--- src/design/sfc_map.svh ---
// Constants of the serial flash command framer: opcodes and frame counts.
// Assumes inclusion by the package and by the framer module.
`ifndef SFC_MAP_SVH
`define SFC_MAP_SVH

`define SFC_OP_WREN      8'h06
`define SFC_OP_WRDI      8'h04
`define SFC_OP_RDST_LO   8'h05
`define SFC_OP_RDST_HI   8'h35
`define SFC_OP_WRST      8'h01
`define SFC_OP_READ      8'h03
`define SFC_OP_FREAD     8'h0B
`define SFC_OP_PROG      8'h02
`define SFC_OP_SE        8'h20
`define SFC_OP_BE32      8'h52
`define SFC_OP_BE64      8'hD8
`define SFC_OP_CE_A      8'hC7
`define SFC_OP_CE_B      8'h60
`define SFC_OP_DPD       8'hB9
`define SFC_OP_RDPD      8'hAB

// Byte index at which output data begins
`define SFC_OUT_NONE     4'h0
`define SFC_OUT_STATUS   4'h1
`define SFC_OUT_READ     4'h4
`define SFC_OUT_FREAD    4'h5
`define SFC_OUT_ID       4'h4

// Byte counts of write-type frames, byte counter limit and last bit index
`define SFC_LEN_OPC      4'h1
`define SFC_LEN_ADDR     4'h4
`define SFC_LEN_PROG     4'h5
`define SFC_LEN_WRST1    4'h2
`define SFC_LEN_WRST2    4'h3
`define SFC_BYTE_SAT     4'hF
`define SFC_BIT_LAST     3'h7

// Arbitrary neutral identifier value
`define SFC_DEV_ID       8'h5A

`endif

--- src/design/sfc_pkg.sv ---
// Types of the serial flash command framer.
// Assumes sfc_map.svh is on the include path.
`include "sfc_map.svh"
package sfc_pkg;
  typedef enum logic [3:0] {
    SFC_IDLE = 4'b0001,
    SFC_CAPT = 4'b0010,
    SFC_OUT  = 4'b0100,
    SFC_IGN  = 4'b1000
  } sfc_state_t;
endpackage : sfc_pkg

--- src/design/sfc_framer.sv ---
// Serial flash command framer: pins sampled by clk, opcode decode, output
// shifting, write enable latch and acceptance of write-type frames.
// Assumes the array/status logic sits on clk and that the host sclk is far
// slower than clk (several clk periods per sclk phase).
// Contract
// - All fields move MSB first, starting at first rising sclk after select.
// - Input bits are sampled on rising sclk, first eight form the opcode.
// - First byte is opcode; it decides address, dummy and data bytes.
// - Read-type opcodes answer with data; host may stop after any bit.
// - Write-type frames run only if clock count is a multiple of eight.
// - Incomplete page program byte: nothing happens, latch stays set; the code still pulses prog_vld for the complete data bytes before it.
// - Opcode ABH leaves deep power-down; with dummies it returns the id.
// - 06H sets the latch; program, erase, status write need it set.
// - 04H, reset and cycle completion clear the latch.
// - 05H returns status low byte, 35H high byte, even while busy.
// - Data reads during an internal cycle are ignored.
`timescale 1ns/10ps
`default_nettype none
`include "sfc_map.svh"

module sfc_framer #(
  parameter logic [7:0] DEV_ID = `SFC_DEV_ID
) (
  // Clock and reset
  input  wire logic        clk,
  input  wire logic        rst_n,
  // Serial pins
  input  wire logic        sclk,
  input  wire logic        cs_n,
  input  wire logic        si,
  output logic             so,
  output logic             so_oe_n,
  // Status and array
  input  wire logic        busy,
  input  wire logic        cycle_done,
  input  wire logic [7:0]  status_lo,
  input  wire logic [7:0]  status_hi,
  input  wire logic [7:0]  mem_rdata,
  output logic [23:0]      mem_addr,
  // Accepted commands
  output logic             cmd_go,
  output logic [7:0]       cmd_op,
  output logic [23:0]      cmd_addr,
  output logic [15:0]      wsr_data,
  output logic             wsr_two,
  output logic             prog_vld,
  output logic [7:0]       prog_byte,
  // Device state
  output logic             write_enable_latch,
  output logic             deep_pd
);
  import sfc_pkg::*;

  function automatic logic [3:0] out_start(input logic [7:0] op);
    case (op)
      `SFC_OP_RDST_LO, `SFC_OP_RDST_HI: out_start = `SFC_OUT_STATUS;
      `SFC_OP_READ:  out_start = `SFC_OUT_READ;
      `SFC_OP_FREAD: out_start = `SFC_OUT_FREAD;
      `SFC_OP_RDPD:  out_start = `SFC_OUT_ID;
      default:       out_start = `SFC_OUT_NONE;
    endcase
  endfunction : out_start

  function automatic logic known(input logic [7:0] op);
    case (op)
      `SFC_OP_WREN, `SFC_OP_WRDI, `SFC_OP_RDST_LO, `SFC_OP_RDST_HI,
      `SFC_OP_WRST, `SFC_OP_READ, `SFC_OP_FREAD, `SFC_OP_PROG,
      `SFC_OP_SE, `SFC_OP_BE32, `SFC_OP_BE64, `SFC_OP_CE_A,
      `SFC_OP_CE_B, `SFC_OP_DPD, `SFC_OP_RDPD: known = 1'b1;
      default: known = 1'b0;
    endcase
  endfunction : known

  function automatic logic is_dread(input logic [7:0] op);
    is_dread = (op == `SFC_OP_READ) || (op == `SFC_OP_FREAD);
  endfunction : is_dread

  // Pin synchronisers; stage three only serves edge detection
  logic [2:0] sclk_sy_r;
  logic [2:0] cs_sy_r;
  logic [1:0] si_sy_r;
  always_ff @(posedge clk or negedge rst_n) begin
    if (!rst_n) begin
      sclk_sy_r <= 3'h0;
      cs_sy_r   <= 3'h7;
      si_sy_r   <= 2'h0;
    end else begin
      sclk_sy_r <= {sclk_sy_r[1:0], sclk};
      cs_sy_r   <= {cs_sy_r[1:0], cs_n};
      si_sy_r   <= {si_sy_r[0], si};
    end
  end

  logic sclk_rise;
  logic sclk_fall;
  logic cs_fall;
  logic cs_rise;
  logic cs_act;
  assign sclk_rise = sclk_sy_r[1] & ~sclk_sy_r[2];
  assign sclk_fall = ~sclk_sy_r[1] & sclk_sy_r[2];
  assign cs_fall   = ~cs_sy_r[1] & cs_sy_r[2];
  assign cs_rise   = cs_sy_r[1] & ~cs_sy_r[2];
  assign cs_act    = ~cs_sy_r[1];

  // Frame state and counters
  sfc_state_t  state_r;
  logic [2:0]  bit_cnt_r;
  logic [3:0]  byte_cnt_r;
  logic [7:0]  shift_r;
  logic [7:0]  opcode_r;
  logic [23:0] addr_r;
  logic [15:0] wsr_r;
  logic [7:0]  rx_byte;
  logic [7:0]  op_now;
  logic        byte_done;
  logic [3:0]  byte_inc;

  assign rx_byte   = {shift_r[6:0], si_sy_r[1]};
  assign byte_done = sclk_rise && (bit_cnt_r == `SFC_BIT_LAST);
  assign op_now    = (byte_cnt_r == 4'h0) ? rx_byte : opcode_r;
  assign byte_inc  = (byte_cnt_r == `SFC_BYTE_SAT) ? byte_cnt_r
                     : 4'(byte_cnt_r + 4'h1);

  always_ff @(posedge clk or negedge rst_n) begin
    if (!rst_n) begin
      state_r <= SFC_IDLE;
    end else if (!cs_act) begin
      state_r <= SFC_IDLE;
    end else begin
      case (state_r)
        SFC_IDLE: begin
          if (cs_fall) begin
            state_r <= SFC_CAPT;
          end
        end
        SFC_CAPT: begin
          if (byte_done && byte_cnt_r == 4'h0 &&
              (!known(rx_byte) ||
               (deep_pd && rx_byte != `SFC_OP_RDPD) ||
               (busy && is_dread(rx_byte)))) begin
            state_r <= SFC_IGN;
          end else if (byte_done && out_start(op_now) == byte_inc) begin
            state_r <= SFC_OUT;
          end
        end
        SFC_OUT: state_r <= SFC_OUT;
        SFC_IGN: state_r <= SFC_IGN;
        default: state_r <= SFC_IDLE;
      endcase
    end
  end

  // Input shifting, MSB first on rising sclk
  always_ff @(posedge clk or negedge rst_n) begin
    if (!rst_n) begin
      bit_cnt_r  <= 3'h0;
      byte_cnt_r <= 4'h0;
      shift_r    <= 8'h00;
    end else if (state_r == SFC_IDLE) begin
      bit_cnt_r  <= 3'h0;
      byte_cnt_r <= 4'h0;
      shift_r    <= 8'h00;
    end else if (sclk_rise) begin
      bit_cnt_r <= 3'(bit_cnt_r + 3'h1);
      shift_r   <= rx_byte;
      if (byte_done) begin
        byte_cnt_r <= byte_inc;
      end
    end
  end

  // Field capture: opcode and status write bytes
  always_ff @(posedge clk or negedge rst_n) begin
    if (!rst_n) begin
      opcode_r <= 8'h00;
      wsr_r    <= 16'h0000;
    end else if (state_r == SFC_CAPT && byte_done) begin
      case (byte_cnt_r)
        4'h0: opcode_r <= rx_byte;
        4'h1: wsr_r[7:0] <= rx_byte;
        4'h2: wsr_r[15:8] <= rx_byte;
        default: wsr_r <= wsr_r;
      endcase
    end
  end

  // Output shifting on falling sclk
  logic [7:0] tx_r;
  logic [2:0] tx_cnt_r;
  logic       so_r;
  logic [7:0] tx_next;
  always_comb begin
    case (opcode_r)
      `SFC_OP_RDST_LO: tx_next = status_lo;
      `SFC_OP_RDST_HI: tx_next = status_hi;
      `SFC_OP_RDPD:    tx_next = DEV_ID;
      default:         tx_next = mem_rdata;
    endcase
  end

  always_ff @(posedge clk or negedge rst_n) begin
    if (!rst_n) begin
      tx_r     <= 8'h00;
      tx_cnt_r <= 3'h0;
      so_r     <= 1'b0;
    end else if (state_r != SFC_OUT) begin
      tx_cnt_r <= 3'h0;
    end else if (sclk_fall) begin
      tx_cnt_r <= 3'(tx_cnt_r + 3'h1);
      if (tx_cnt_r == 3'h0) begin
        so_r <= tx_next[7];
        tx_r <= {tx_next[6:0], 1'b0};
      end else begin
        so_r <= tx_r[7];
        tx_r <= {tx_r[6:0], 1'b0};
      end
    end
  end

  // Address: captured, then stepped after each data byte shifted out
  always_ff @(posedge clk or negedge rst_n) begin
    if (!rst_n) begin
      addr_r <= 24'h000000;
    end else if (state_r == SFC_CAPT && byte_done) begin
      case (byte_cnt_r)
        4'h1: addr_r[23:16] <= rx_byte;
        4'h2: addr_r[15:8] <= rx_byte;
        4'h3: addr_r[7:0] <= rx_byte;
        default: addr_r <= addr_r;
      endcase
    end else if (state_r == SFC_OUT && sclk_fall &&
                 tx_cnt_r == `SFC_BIT_LAST && is_dread(opcode_r)) begin
      addr_r <= 24'(addr_r + 24'h000001);
    end
  end

  // Page program data strobes; commit waits for cmd_go
  always_ff @(posedge clk or negedge rst_n) begin
    if (!rst_n) begin
      prog_vld  <= 1'b0;
      prog_byte <= 8'h00;
    end else begin
      prog_vld <= state_r == SFC_CAPT && byte_done &&
                  opcode_r == `SFC_OP_PROG &&
                  byte_cnt_r >= `SFC_LEN_ADDR && !busy;
      if (state_r == SFC_CAPT && byte_done) begin
        prog_byte <= rx_byte;
      end
    end
  end

  // Acceptance at select release
  logic aligned;
  logic wr_ok;
  logic len_ok;
  logic take;
  assign aligned = (bit_cnt_r == 3'h0);
  assign take    = cs_rise && state_r == SFC_CAPT && aligned && !busy &&
                   !deep_pd;
  always_comb begin
    case (opcode_r)
      `SFC_OP_PROG: len_ok = byte_cnt_r >= `SFC_LEN_PROG;
      `SFC_OP_SE, `SFC_OP_BE32, `SFC_OP_BE64:
        len_ok = byte_cnt_r == `SFC_LEN_ADDR;
      `SFC_OP_CE_A, `SFC_OP_CE_B: len_ok = byte_cnt_r == `SFC_LEN_OPC;
      `SFC_OP_WRST: len_ok = byte_cnt_r == `SFC_LEN_WRST1 ||
                             byte_cnt_r == `SFC_LEN_WRST2;
      default: len_ok = 1'b0;
    endcase
  end
  assign wr_ok = take && len_ok && write_enable_latch;

  always_ff @(posedge clk or negedge rst_n) begin
    if (!rst_n) begin
      cmd_go   <= 1'b0;
      cmd_op   <= 8'h00;
      cmd_addr <= 24'h000000;
      wsr_data <= 16'h0000;
      wsr_two  <= 1'b0;
    end else begin
      cmd_go <= wr_ok;
      if (wr_ok) begin
        cmd_op   <= opcode_r;
        cmd_addr <= addr_r;
        wsr_data <= wsr_r;
        wsr_two  <= byte_cnt_r == `SFC_LEN_WRST2;
      end
    end
  end

  // Write enable latch; a set beats a same-cycle clear
  always_ff @(posedge clk or negedge rst_n) begin
    if (!rst_n) begin
      write_enable_latch <= 1'b0;
    end else if (take && opcode_r == `SFC_OP_WREN &&
                 byte_cnt_r == `SFC_LEN_OPC) begin
      write_enable_latch <= 1'b1;
    end else if ((take && opcode_r == `SFC_OP_WRDI &&
                  byte_cnt_r == `SFC_LEN_OPC) || cycle_done) begin
      write_enable_latch <= 1'b0;
    end
  end

  // Deep power-down: entered on aligned B9H, left on ABH opcode
  always_ff @(posedge clk or negedge rst_n) begin
    if (!rst_n) begin
      deep_pd <= 1'b0;
    end else if (state_r == SFC_CAPT && byte_done && byte_cnt_r == 4'h0 &&
                 rx_byte == `SFC_OP_RDPD) begin
      deep_pd <= 1'b0;
    end else if (take && opcode_r == `SFC_OP_DPD &&
                 byte_cnt_r == `SFC_LEN_OPC) begin
      deep_pd <= 1'b1;
    end
  end

  assign so       = so_r;
  assign so_oe_n  = (state_r != SFC_OUT);
  assign mem_addr = addr_r;

endmodule : sfc_framer
`default_nettype wire

--- config.mk ---
export PLATFORM = sky130hd
export DESIGN_NAME = sfc_framer
export DESIGN_NICKNAME = d
export VERILOG_FILES = /design/src/design/sfc_pkg.sv /design/src/design/sfc_framer.sv
export VERILOG_INCLUDE_DIRS = /design/src /design/src/design
export SDC_FILE = /design/constraint.sdc
export NUM_CORES = 1
export LEC_CHECK = 0
export BUFFER_PORTS_ARGS = -buffer_cell sky130_fd_sc_hd__buf_2
export CORE_AREA = 2 2 116 118
export DETAILED_ROUTE_END_ITERATION = 6
export DIE_AREA = 0 0 118 120
export HOLD_SLACK_MARGIN = 0.12
export PLACE_DENSITY = 0.86
export SYNTH_ARGS = -nofsm -noshare
export SYNTH_HDL_FRONTEND = slang
export SYNTH_SLANG_ARGS = --single-unit
--- constraint.sdc ---
create_clock -name clk -period 4 [get_ports clk]
set_input_delay 0.8 -clock clk [delete_from_list [all_inputs] [get_ports clk]]
set_output_delay 0.8 -clock clk [all_outputs]
set_load 0.02 [all_outputs]
# --- Word level (Yosys, flattened, before mapping) ---
# Index checks and enable logic that the tools add are counted.
word_totals:
  reg_bits: 147
  in_bits: 31
  output_inout_bits: 87
  elab_cells: 188
op_classes:
  add_sub_neg: 4
  order_cmp: 2
  n_eq_ne: 54
  muxes: 36
  bitwise_logic: 9
  n_reduce_logical: 58
ops:
  columns: ["cell", "n"]
  rows:
  - ["$eq A8 B8 Y1 const B", 9]
  - ["$eq A8 B3 Y1 const B", 7]
  - ["$mux W24", 2]
  - ["$mux W4", 11]
  - ["$eq A8 B2 Y1 const B", 5]
  - ["$eq A8 B6 Y1 const B", 5]
  - ["$mux W8", 5]
  - ["$eq A8 B7 Y1 const B", 4]
  - ["$logic_and A1 B1 Y1", 27]
  - ["$add A24 B1 Y24 const B", 1]
  - ["$eq A8 B4 Y1 const B", 3]
  - ["$pmux W8 S3", 1]
  - ["$eq A8 B1 Y1 const B", 2]
  - ["$pmux W4 S4", 1]
  - ["$reduce_and A2 Y1", 8]
  - ["$reduce_or A15 Y1", 1]
  - ["$mux W7", 2]
  - ["$eq A4 B2 Y1 const B", 3]
  - ["$mux W3", 4]
  - ["$reduce_bool A2 Y1", 6]
  - ["$pmux W3 S3", 1]
  - ["$eq A4 B1 Y1 const B", 2]
  - ["$eq A4 B3 Y1 const B", 2]
  - ["$eq A4 B4 Y1 const B", 2]
  - ["other kinds (20)", 49]

# --- Longest topological paths before layout ---
# Gate-level depths: netlist of run 1.
logic_depth:
  depth_word: 18
  depth_mapped: 10
  mapped_depth_nobuf: 8

# --- Least setup slack after synthesis of run 1 ---
# OpenSTA, ideal clock, no wires.
synth_timing:
  path_type: "input -> register"
  start: "in busy"
  end: "reg cmd_addr[18]"
  setup_ps: 125
  arrival_ps: 2771
  required_time_ps: 3875
  path_slack_ps: 1104
  cell_stages: 8
  n_path_buf: 2
  cell_sequence: "or4b_2 nor3b_1 nand3_1 and2b_1 o2bb2ai_2 buf_6 buf_12 mux2_4"
synth_between:
  elab_chain_cells: 5
synth_rtl:
  columns: ["item", "line", "rtl"]
  rows:
  - ["start: declaration", "sfc_framer.sv:34", "input wire logic busy,"]
  - ["$logic_not A1 Y1", "sfc_framer.sv:258", "assign take = cs_rise && state_r == SFC_CAPT && aligned && !busy &&"]
  - ["$logic_and A1 B1 Y1 (2 in series)", "sfc_framer.sv:258", null]
  - ["$logic_and A1 B1 Y1 (2 in series)", "sfc_framer.sv:271", "assign wr_ok = take && len_ok && write_enable_latch;"]
  - ["end signal: assignment", "sfc_framer.sv:284", "cmd_addr <= addr_r;"]
  - ["end: declaration", "sfc_framer.sv:43", "output logic [23:0] cmd_addr,"]
# No other way between the ends.
# A chain may end at the register's enable or synchronous reset.

# --- Worst setup path after layout of run 1 ---
layout_timing:
  start: "reg opcode_r[7]"
  end: "reg cmd_addr[2]"
layout_between:
  elab_chain_cells: 5
  word_cells_on_any_way: 12
  cone_classes: "7 x eq/ne; 1 x mux; 4 x reduce/logical"
layout_rtl:
  columns: ["item", "line", "rtl"]
  rows:
  - ["start: declaration", "sfc_framer.sv:110", "logic [7:0] opcode_r;"]
  - ["start signal: assignment", "sfc_framer.sv:179", "4'h0: opcode_r <= rx_byte;"]
  - ["$eq A8 B6 Y1, or another cell as far along", "sfc_framer.sv:261", "case (opcode_r)"]
  - ["$reduce_or A3 Y1 or $reduce_or A2 Y1 (tied branches)", "sfc_framer.sv:261", null]
  - ["$pmux W1 S4 *", "sfc_framer.sv:261", null]
  - ["$logic_and A1 B1 Y1 * (2 in series)", "sfc_framer.sv:271", null]
# Every way passes the cells marked *; elsewhere a longest branch is shown, timed or not.

==> flow_summary_export.csv, run 1 <==
group,metric,value,unit
critical_path,cp-end-kind,"flip-flop",
power,irDropWorstVdd,0.000307,V
timing,maxSlewViolCount,0,
placement,pre_cts_slack,681,ps
clock_tree,postCtsSetupBuffers,0,
min_path,hold_depth,0,
routing,wl,16700,microns
timing,fmax,0.318,GHz
min_path,hold_start,"si_sy_r[0]",
synth,synthAdderAreaFrac,1.92,%
global_route,grt_pass1_vias,5528,
synth,ys_async_sr_fraction,100,%
timing,post-route-period-util,78.5,%
placement,dp_hpwl,11200,microns
floorplanning,core,13000,sq um
synth,synth_top_family_by_area,"simple AND/OR/NAND/NOR gates",
critical_path,crit_path_start_kind,"flip-flop",
critical_path,cp.buffers_inverters,1,
clock_tree,clk_pin_slew_worst_paths,60,ps
timing,fin_skew,9.78,ps
placement,gp_congestion,0.918,
clock_tree,cts_resized,0,
critical_path,critPathMaxFanout,29,
power,p_leak,4.18,nW
timing,timing.final.crit_period,3140,ps
clock_tree,cts_tree,"built",
synth,yosysSeqAreaShare,50.9,%
global_route,grtUsageTotal,24.7,%
timing,rsz0062_at_grt,"false",
critical_path,worstPathCellList,"or4_1, or3b_4, o41ai_2, and2b_1, o2bb2ai_4, buf_4, mux2_2",
placement,port_buffers,117,
routing,dr_total_vias,5728,
clock_tree,clockBufferDepth,2,
timing,setup_slack,858,ps
timing,max_slew_margin,37.0,%
critical_path,ff2ff_setup_slack,860,ps
layout,n_antenna_cell,0,
synth,avgSynthCellArea,10.6,sq um
flow_run,cap_violations,0,
floorplanning,row_count,42,
synth,ys_seq_elements,146,
critical_path,arrival,3460,ps
critical_path,reg2reg_depth,7,
clock_tree,cts_buffers,17,
floorplanning,ioPinCount,118,
routing,wl_per_cell,17.3,microns
synth,synth.cell_area,7180,sq um
timing,setup_viol,0,
floorplanning,die_area,14200,sq um
critical_path,r2r_end,"cmd_addr[2]",
routing,via_per_inst,5.94,
synth,ys.flop_type,"dfrtp_1",
run_status,status,"finished clean",
layout,utilization,65.2,%
global_route,overflow,0,
synth,yosys_warnings,0,
critical_path,rr_startpoint,"opcode_r[7]",
routing,drt-initial-drc-count,534,
layout,layout-drive-gt1-share,31.1,%
synth,synthMuxAreaShare,12.2,%
routing,drc,0,
critical_path,crit_family,"simple AND/OR/NAND/NOR gates",
critical_path,worstPathRequired,4310,ps
clock_tree,worstSkewPairLatency,430,ps
synth,synth-compound-area-share,13.6,%
synth,synth_edf_count,0,
layout,nets,818,
synth,synthSimpleGateAreaFrac,16.7,%
timing,timing.setup.tns,0,ps
synth,synthXorXnorAreaFrac,1.10,%
min_path,hp-class,"flip-flop to flip-flop",
clock_tree,htreeDepth,4,
synth,synthCells,675,
routing,ant_nets,0,
global_route,grt_max_degree,94,
floorplanning,start_util,55.3,%
global_route,antenna_found_initial,0,
critical_path,critPathKind,"flip-flop to flip-flop",
timing,worst_pin_slew,938,ps
layout,syn2layout_area_growth,17.8,%
clock_tree,ctsHoldBuffers,0,
global_route,grt_first_pass_wirelength,28000,microns
clock_tree,cts_root_buf,"clkbuf_16",
power,powerDensity,370,nW/um^2
min_path,holdPathEnd,"si_sy_r[1]",
routing,first_pass_iters,5,
synth,syn_nets,717,
floorplanning,die_w,118,microns
timing,finalHoldViolCount,0,
clock_tree,clock_sinks,146,
critical_path,crit_path_top_delay_cell,"or4_1",
floorplanning,die_h,120,microns
synth,synth_cell_types,68,
critical_path,critPathMaxStageDelay,650,ps
## state kept, by name (all words and copies together) (netlist names), 4 cells and up
name,count
cmd_addr,24
mem_addr,24
prog_byte,8
shift_r,7
tx_r,7
wsr_r,16
wsr_data,16
cmd_op,8
state_r,4
opcode_r,8
byte_cnt_r,4
## cell usage after synthesis, types with 5 or more instances
master	count	share of area, %
o22a_1	6	0.73
and3_1	6	0.52
nand3_1	20	1.4
a21oi_1	49	3.4
nor3_1	10	0.70
o21ai_0	29	2.0
a31oi_1	7	0.61
nand3b_1	5	0.52
inv_1	10	0.52
dfrtp_1	142	49
a221oi_1	5	0.61
ha_1	11	1.9
o31ai_1	10	1.0
nor2_1	34	1.8
nand2b_1	10	0.87
nand2_1	85	4.4
o22ai_1	8	0.70
nor3b_1	8	0.84
mux2_4	10	2.1
nor4_1	5	0.44
xnor2_1	8	0.98
mux2_2	63	9.9
nor2b_1	5	0.44
nor4b_1	6	0.73
clkbuf_1	35	1.8
## logic make-up (layout without fill, tap and decap cells)
kind of cell             count (synthesis)  count (layout)
multiplexers                            75              75
flip-flops                             146             146
AND/OR/NAND/NOR                        230             230
adder cells (fa/ha/maj)                 11              11
AO/OA/AOI/OAI                          150             150
XOR/XNOR                                 9               9
buffers and inverters                   54             167
## area by class of cell
cell class,instances,area (sq um)
Clock buffer,20,447
Clock inverter,11,130
Fill cell,980,4520
Inverter,10,37.5
Multi-Input combinational cell,475,3300
Sequential cell,146,3660
Tap cell,176,220
Timing Repair Buffer,126,672
## layer usage
metal / GRT usage [%] / up-vias / routed length (microns)
met5: 0 / - / 0
li1: - / 2676 / -
met3: 5.51 / 46 / 970
met1: 32.8 / 2760 / 7270
met4: 10.5 / 0 / 546
met2: 39.4 / 246 / 7880
## metrics by stage
| stage | cells | total power, W | hold WS, ps | cell area, sq um |
|---|---|---|---|---|
| CTS | 964 | 0.00316 | 354 | 8460 |
| floorplan | 675 | 0.00155 | 331 | 7180 |
| detailed placement | 933 | 0.00161 | 342 | 7880 |
| global route | 964 | 0.00324 | 363 | 8460 |
| global placement | 933 | 0.00161 | 332 | 7880 |
| finish | 964 | 0.00313 | 352 | 8460 |
## report_power, final
group	internal (W)	total, W	leakage, nW	switching (W)
clock network	0.000934	0.00155	0.269	0.000617
registers	0.00149	0.00150	1.97	0.0000116
logic	0.0000294	0.0000821	1.93	0.0000527
## worst max path at each step
stage / startpoint / endpoint / slack [ps] / cells after the start
2_1_floorplan: busy / cmd_addr[18] / 1100 / 8
3_3_place_gp: busy / cmd_addr[2] / 730 / 8
3_5_place_dp: busy / cmd_addr[1] / 680 / 8
4_1_cts: opcode_r[7] / cmd_addr[2] / 850 / 7
5_1_grt: opcode_r[7] / wsr_data[6] / 650 / 7
6_report: opcode_r[7] / cmd_addr[2] / 860 / 7
## placed cells by master (no fill, tap or decap), types with 4 or more instances in the layout
master,count
o31ai_1,10
nand4_1,4
o2bb2ai_1,4
nor4b_1,5
clkbuf_16,17
nor2b_1,5
nand3b_1,5
dfstp_2,4
and4_1,4
xnor2_1,8
inv_1,10
mux2_2,63
nand3_1,20
o22a_1,6
a221oi_1,5
nor3_1,10
nand2_1,85
buf_4,8
o21ai_0,29
ha_1,11
a21oi_1,49
mux2_4,10
a22o_1,4
a21o_1,4
nor3b_1,8
o22ai_1,8
and3_1,6
buf_2,116
nor2_1,34
clkinvlp_4,4
nor4_1,5
nand2b_1,10
a31oi_1,7
dfrtp_1,142
Note: power is estimated with default switching activity, not from simulation.
==> run 2, diff against run 1 <==
--- a/config.mk
+++ b/config.mk
@@ -7,11 +7,11 @@
 export NUM_CORES = 1
 export LEC_CHECK = 0
 export BUFFER_PORTS_ARGS = -buffer_cell sky130_fd_sc_hd__buf_2
-export CORE_AREA = 2 2 116 118
+export CORE_AREA = 2 2 122 124
 export DETAILED_ROUTE_END_ITERATION = 6
-export DIE_AREA = 0 0 118 120
+export DIE_AREA = 0 0 124 126
 export HOLD_SLACK_MARGIN = 0.12
-export PLACE_DENSITY = 0.86
+export PLACE_DENSITY = 0.82
 export SYNTH_ARGS = -nofsm -noshare
 export SYNTH_HDL_FRONTEND = slang
 export SYNTH_SLANG_ARGS = --single-unit
==> constraint.sdc (replaced) <==
create_clock -name clk -period 2.7 [get_ports clk]
set_input_delay 0.54 -clock clk [delete_from_list [all_inputs] [get_ports clk]]
set_output_delay 0.54 -clock clk [all_outputs]
set_load 0.02 [all_outputs]
==> flow_summary_export.csv, run 2 (synthesized netlist as in run 1, its figures left out) <==
group,metric,value,unit
floorplanning,start_util,50.2,%
global_route,antenna_found_initial,0,
run_status,status,"finished with violations",
clock_tree,worstSkewPairLatency,430,ps
critical_path,worstPathCellList,"or4_4, or3b_4, o41ai_4, and2b_1, o2bb2ai_4, buf_12, clkbuf_16, mux2_2",
layout,layout-drive-gt1-share,35.0,%
timing,setup_slack,-63.6,ps
critical_path,crit_path_start_kind,"flip-flop",
global_route,grtUsageTotal,24.4,%
timing,finalHoldViolCount,0,
floorplanning,row_count,44,
critical_path,crit_path_top_delay_cell,"or4_4",
clock_tree,clock_sinks,146,
floorplanning,core,14300,sq um
global_route,grt_pass1_vias,5728,
critical_path,cp-end-kind,"flip-flop",
timing,rsz0062_at_grt,"true",
power,irDropWorstVdd,0.000382,V
clock_tree,htreeDepth,4,
placement,dp_cells,975,
global_route,overflow,0,
placement,gp_congestion,0.898,
timing,fmax,0.362,GHz
timing,timing.final.crit_period,2760,ps
layout,syn2layout_area_growth,25.9,%
routing,drc,0,
run_status,violations,"setup timing",
timing,maxSlewViolCount,0,
layout,layout.cells.non_filler,1015,
floorplanning,die_w,124,microns
global_route,grt_max_degree,74,
routing,drt-initial-drc-count,556,
floorplanning,die_h,126,microns
timing,fin_skew,8.76,ps
power,powerDensity,528,nW/um^2
timing,setup_viol,35,
clock_tree,clk_pin_slew_worst_paths,60,ps
routing,wl,18800,microns
floorplanning,die_area,15600,sq um
critical_path,worstPathRequired,3010,ps
flow_run,cap_violations,0,
critical_path,critPathKind,"flip-flop to flip-flop",
layout,nets,860,
routing,dr_total_vias,5945,
clock_tree,cts_tree,"built",
timing,post-route-period-util,102,%
layout,n_antenna_cell,0,
floorplanning,ioPinCount,118,
global_route,grt_first_pass_wirelength,29700,microns
layout,final_common_cell,"dfrtp_1",
timing,max_slew_margin,45.1,%
timing,worst_pin_slew,817,ps
layout,mostFrequentLayoutCells,"dfrtp_1 (142), buf_2 (116), nand2_1 (84)",
min_path,hp-class,"input pin to flip-flop",
clock_tree,cts_root_buf,"clkbuf_16",
routing,via_per_inst,5.86,
routing,wl_per_cell,18.5,microns
placement,port_buffers,117,
critical_path,critPathMaxFanout,7,
routing,first_pass_iters,5,
power,p_leak,4.47,nW
critical_path,critPathMaxStageDelay,550,ps
clock_tree,cts_buffers,17,
routing,ant_nets,0,
clock_tree,clockBufferDepth,2,
critical_path,arrival,3080,ps
placement,pre_cts_slack,-116,ps
placement,dp_hpwl,12400,microns
==> run 2: path summary, 6_finish.rpt <==
path | from | slack [ps] | cells past startpoint | end
setup / recovery | opcode_r[7] | -60 | 8 | cmd_addr[11]
hold reg to reg | sclk_sy_r[0] | 350 | 0 | sclk_sy_r[1]
hold / removal | cs_n | 220 | 1 | cs_sy_r[0]
setup reg to reg | opcode_r[7] | -60 | 8 | cmd_addr[11]
min in group asynchronous | rst_n | 560 | 2 | tx_r[1]
max in group asynchronous | rst_n | 1280 | 3 | cmd_addr[13]
==> run 2: power by group <==
group | internal (W) | switching (W)
clock | 0.00151 | 0.000919
sequential | 0.00220 | 0.0000154
combinational | 0.0000498 | 0.0000849
total | 0.00376 | 0.00102
==> run 2: timing repair <==
| action | CTS | global route |
|---|---|---|
| hold buffers | 1 | 0 |
| setup buffers | 2 | 2 |
| pin swaps | 1 | 0 |
| resized for setup | 14 | 13 |
| endpoints found under the setup margin | 32 | 50 |
| hold endpoints to repair | 28 | 0 |
| gates cloned | 2 | 1 |
==> run 2: area by class of cell <==
class,instances,area (sq um)
sequential,146,3660
clock buffer,21,460
inverter,10,37.5
clock inverter,11,150
timing repair buffer,168,1110
multi-input combinational,475,3400
fill,1122,5270
tap,184,230
==> run 2: worst max-delay path: cells and delay by family, from the launching register on <==
kind | cells | cell delay, ps
muxes | 1 | 320
DFF | 1 | 390
buffers and inverters | 2 | 320
and+or+nand+nor | 3 | 1190
AOI/OAI and AO/OA | 2 | 420
==> run 2: routing by layer <==
| layer | GRT usage (%) | vias up | wire (microns) |
|---|---|---|---|
| li1 | - | 2736 | - |
| met3 | 5.21 | 42 | 1380 |
| met5 | 0 | - | 0 |
| met1 | 33.7 | 2886 | 8040 |
| met2 | 37.9 | 281 | 8950 |
| met4 | 9.12 | 0 | 419 |
==> run 2: through the flow <==
stage | total power [W] | utilization [%] | hold slack (ps) | setup TNS, ps | instance area [sq um]
2_1_floorplan | 0.00229 | - | 244 | -177 | 7180
3_3_place_gp | 0.00239 | 57.2 | 338 | -2150 | 8190
3_5_place_dp | 0.00239 | 57.2 | 338 | -3710 | 8190
4_1_cts | 0.00481 | 62.6 | 208 | -355 | 8950
5_1_grt | 0.00493 | 63.2 | 209 | -2510 | 9050
6_report | 0.00478 | 63.2 | 218 | -872 | 9050
==> run 3, diff against run 2 <==
--- a/config.mk
+++ b/config.mk
@@ -12,6 +12,7 @@
 export DIE_AREA = 0 0 124 126
 export HOLD_SLACK_MARGIN = 0.12
 export PLACE_DENSITY = 0.82
+export RECOVER_POWER = 25
 export SYNTH_ARGS = -nofsm -noshare
 export SYNTH_HDL_FRONTEND = slang
 export SYNTH_SLANG_ARGS = --single-unit
==> flow_summary_export.csv, run 3 (synthesized netlist as in run 1, its figures left out) <==
group,metric,value,unit
min_path,holdPathEnd,"cs_sy_r[0]",
global_route,grt_max_degree,74,
flow_run,cap_violations,1,
clock_tree,clockBufferDepth,2,
min_path,hp-class,"input pin to flip-flop",
critical_path,critPathMaxFanout,7,
floorplanning,row_count,44,
global_route,grtUsageTotal,24.4,%
global_route,antenna_found_initial,0,
timing,rsz0062_at_grt,"true",
critical_path,worstPathRequired,3010,ps
layout,multi_input_area,3390,sq um
run_status,violations,"capacitance limit, slew limit, setup timing",
placement,gp_congestion,0.898,
power,p_leak,4.46,nW
floorplanning,die_w,124,microns
timing,worst_pin_slew,1570,ps
run_status,status,"finished with violations",
clock_tree,htreeDepth,4,
layout,n_antenna_cell,0,
layout,nets,860,
floorplanning,ioPinCount,118,
critical_path,crit_path_start_kind,"flip-flop",
floorplanning,die_h,126,microns
layout,final_design_area_no_fill,9020,sq um
critical_path,arrival,3080,ps
critical_path,r2r_end,"cmd_addr[11]",
floorplanning,core,14300,sq um
power,irDropWorstVdd,0.000381,V
clock_tree,cts_buffers,17,
global_route,overflow,0,
placement,port_buffers,117,
timing,fin_skew,8.70,ps
critical_path,cp-end-kind,"flip-flop",
clock_tree,worstSkewPairLatency,430,ps
timing,timing.final.crit_period,2770,ps
timing,setup_viol,35,
clock_tree,clock_sinks,146,
routing,drc,0,
routing,first_pass_iters,5,
timing,max_slew_margin,-4.47,%
layout,final_common_cell,"dfrtp_1",
global_route,grt_pass1_vias,5728,
timing,fin_hold_ws,221,ps
power,powerDensity,529,nW/um^2
timing,maxSlewViolCount,74,
clock_tree,cts_root_buf,"clkbuf_16",
clock_tree,cts_tree,"built",
critical_path,reg2reg_depth,8,
routing,wl,18700,microns
power,p_total,0.00477,W
critical_path,critPathKind,"flip-flop to flip-flop",
layout,fillCellCount,1125,
timing,post-route-period-util,102,%
critical_path,rr_startpoint,"opcode_r[7]",
min_path,hold_start,"cs_n",
floorplanning,die_area,15600,sq um
routing,via_per_inst,5.82,
layout,layout-drive-gt1-share,34.5,%
timing,fmax,0.362,GHz
routing,wl_per_cell,18.4,microns
placement,dp_cells,975,
layout,mostFrequentLayoutCells,"dfrtp_1 (142), buf_2 (117), nand2_1 (84)",
global_route,grt_first_pass_wirelength,29700,microns
routing,drt-initial-drc-count,503,
critical_path,ff2ff_setup_slack,-70,ps
layout,layout.cells.non_filler,1015,
routing,ant_nets,0,
placement,dp_hpwl,12400,microns
min_path,hold_depth,1,
floorplanning,start_util,50.2,%
timing,finalHoldViolCount,0,
layout,syn2layout_area_growth,25.6,%
clock_tree,clk_pin_slew_worst_paths,60,ps
placement,dpl_cell_area,8190,sq um
routing,dr_total_vias,5912,
timing,setup_slack,-66.2,ps
layout,regArea,3660,sq um
-- run 3: cell types whose count changed in the layout (fill, tap and decap cells not counted) --
cell / change
dfstp_1: +2
dfstp_2: -2
buf_12: -1
buf_2: +1
buf_4: -1
clkbuf_1: +1
nor4b_1: +1
nor4b_2: -1
-- run 3: final cells by class --
cell class / count / share of cell area, %
Tap cell: 184 / 2.55
Clock buffer: 21 / 5.10
Sequential cell: 146 / 40.6
Multi-Input combinational cell: 475 / 37.6
Inverter: 10 / 0.416
Timing Repair Buffer: 168 / 12.1
Clock inverter: 11 / 1.66
-- run 3: repair_timing --
action                     4_1_cts  5_1_grt
hold endpoints to repair        28        0
hold buffers                     1        0
buffers inserted                 2        2
gates cloned                     2        1
resized for setup               14       13
setup endpoints to repair       32       50
pin swaps                        1        0
-- run 3: metrics by stage --
stage / setup WS, ps / TNS, ps / util, %
after floorplan: -17.7 / -177 / -
after global placement: -69.0 / -2150 / 57.2
after detailed placement: -116 / -3710 / 57.2
after CTS: -28.6 / -355 / 62.6
after global routing: -101 / -4980 / 63.0
final: -66.2 / -960 / 63.0
-- run 3: power breakdown --
group | switching [W] | internal (W)
Clock | 0.000915 | 0.00151
Combinational | 0.0000838 | 0.0000450
Sequential | 0.0000151 | 0.00220
Total | 0.00101 | 0.00376
-- run 3: worst max path at each step --
stage / end / cells after the start / startpoint / slack, ps
floorplan: cmd_addr[18] / 10 / opcode_r[6] / -20
global placement: cmd_addr[13] / 8 / busy / -70
detailed placement: wsr_data[15] / 8 / busy / -120
CTS: wsr_two / 8 / opcode_r[7] / -30
global route: cmd_addr[11] / 8 / opcode_r[7] / -100
finish: cmd_addr[11] / 8 / opcode_r[7] / -70
-- run 3: critical path, stage by stage, from the launching register on --
cell	delay (ps)
dfrtp_1	390
or4_4	550
or3b_4	430
o41ai_4	230
and2b_1	210
o2bb2ai_4	190
buf_12	170
clkbuf_16	150
mux2_2	320
-- run 3: routing by layer --
layer / up-vias / global-route usage [%] / share of wire (%)
li1: 2736 / - / -
met1: 2862 / 33.7 / 43
met2: 272 / 37.9 / 48
met3: 42 / 5.21 / 7.2
met4: 0 / 9.12 / 2.4
met5: - / 0 / 0
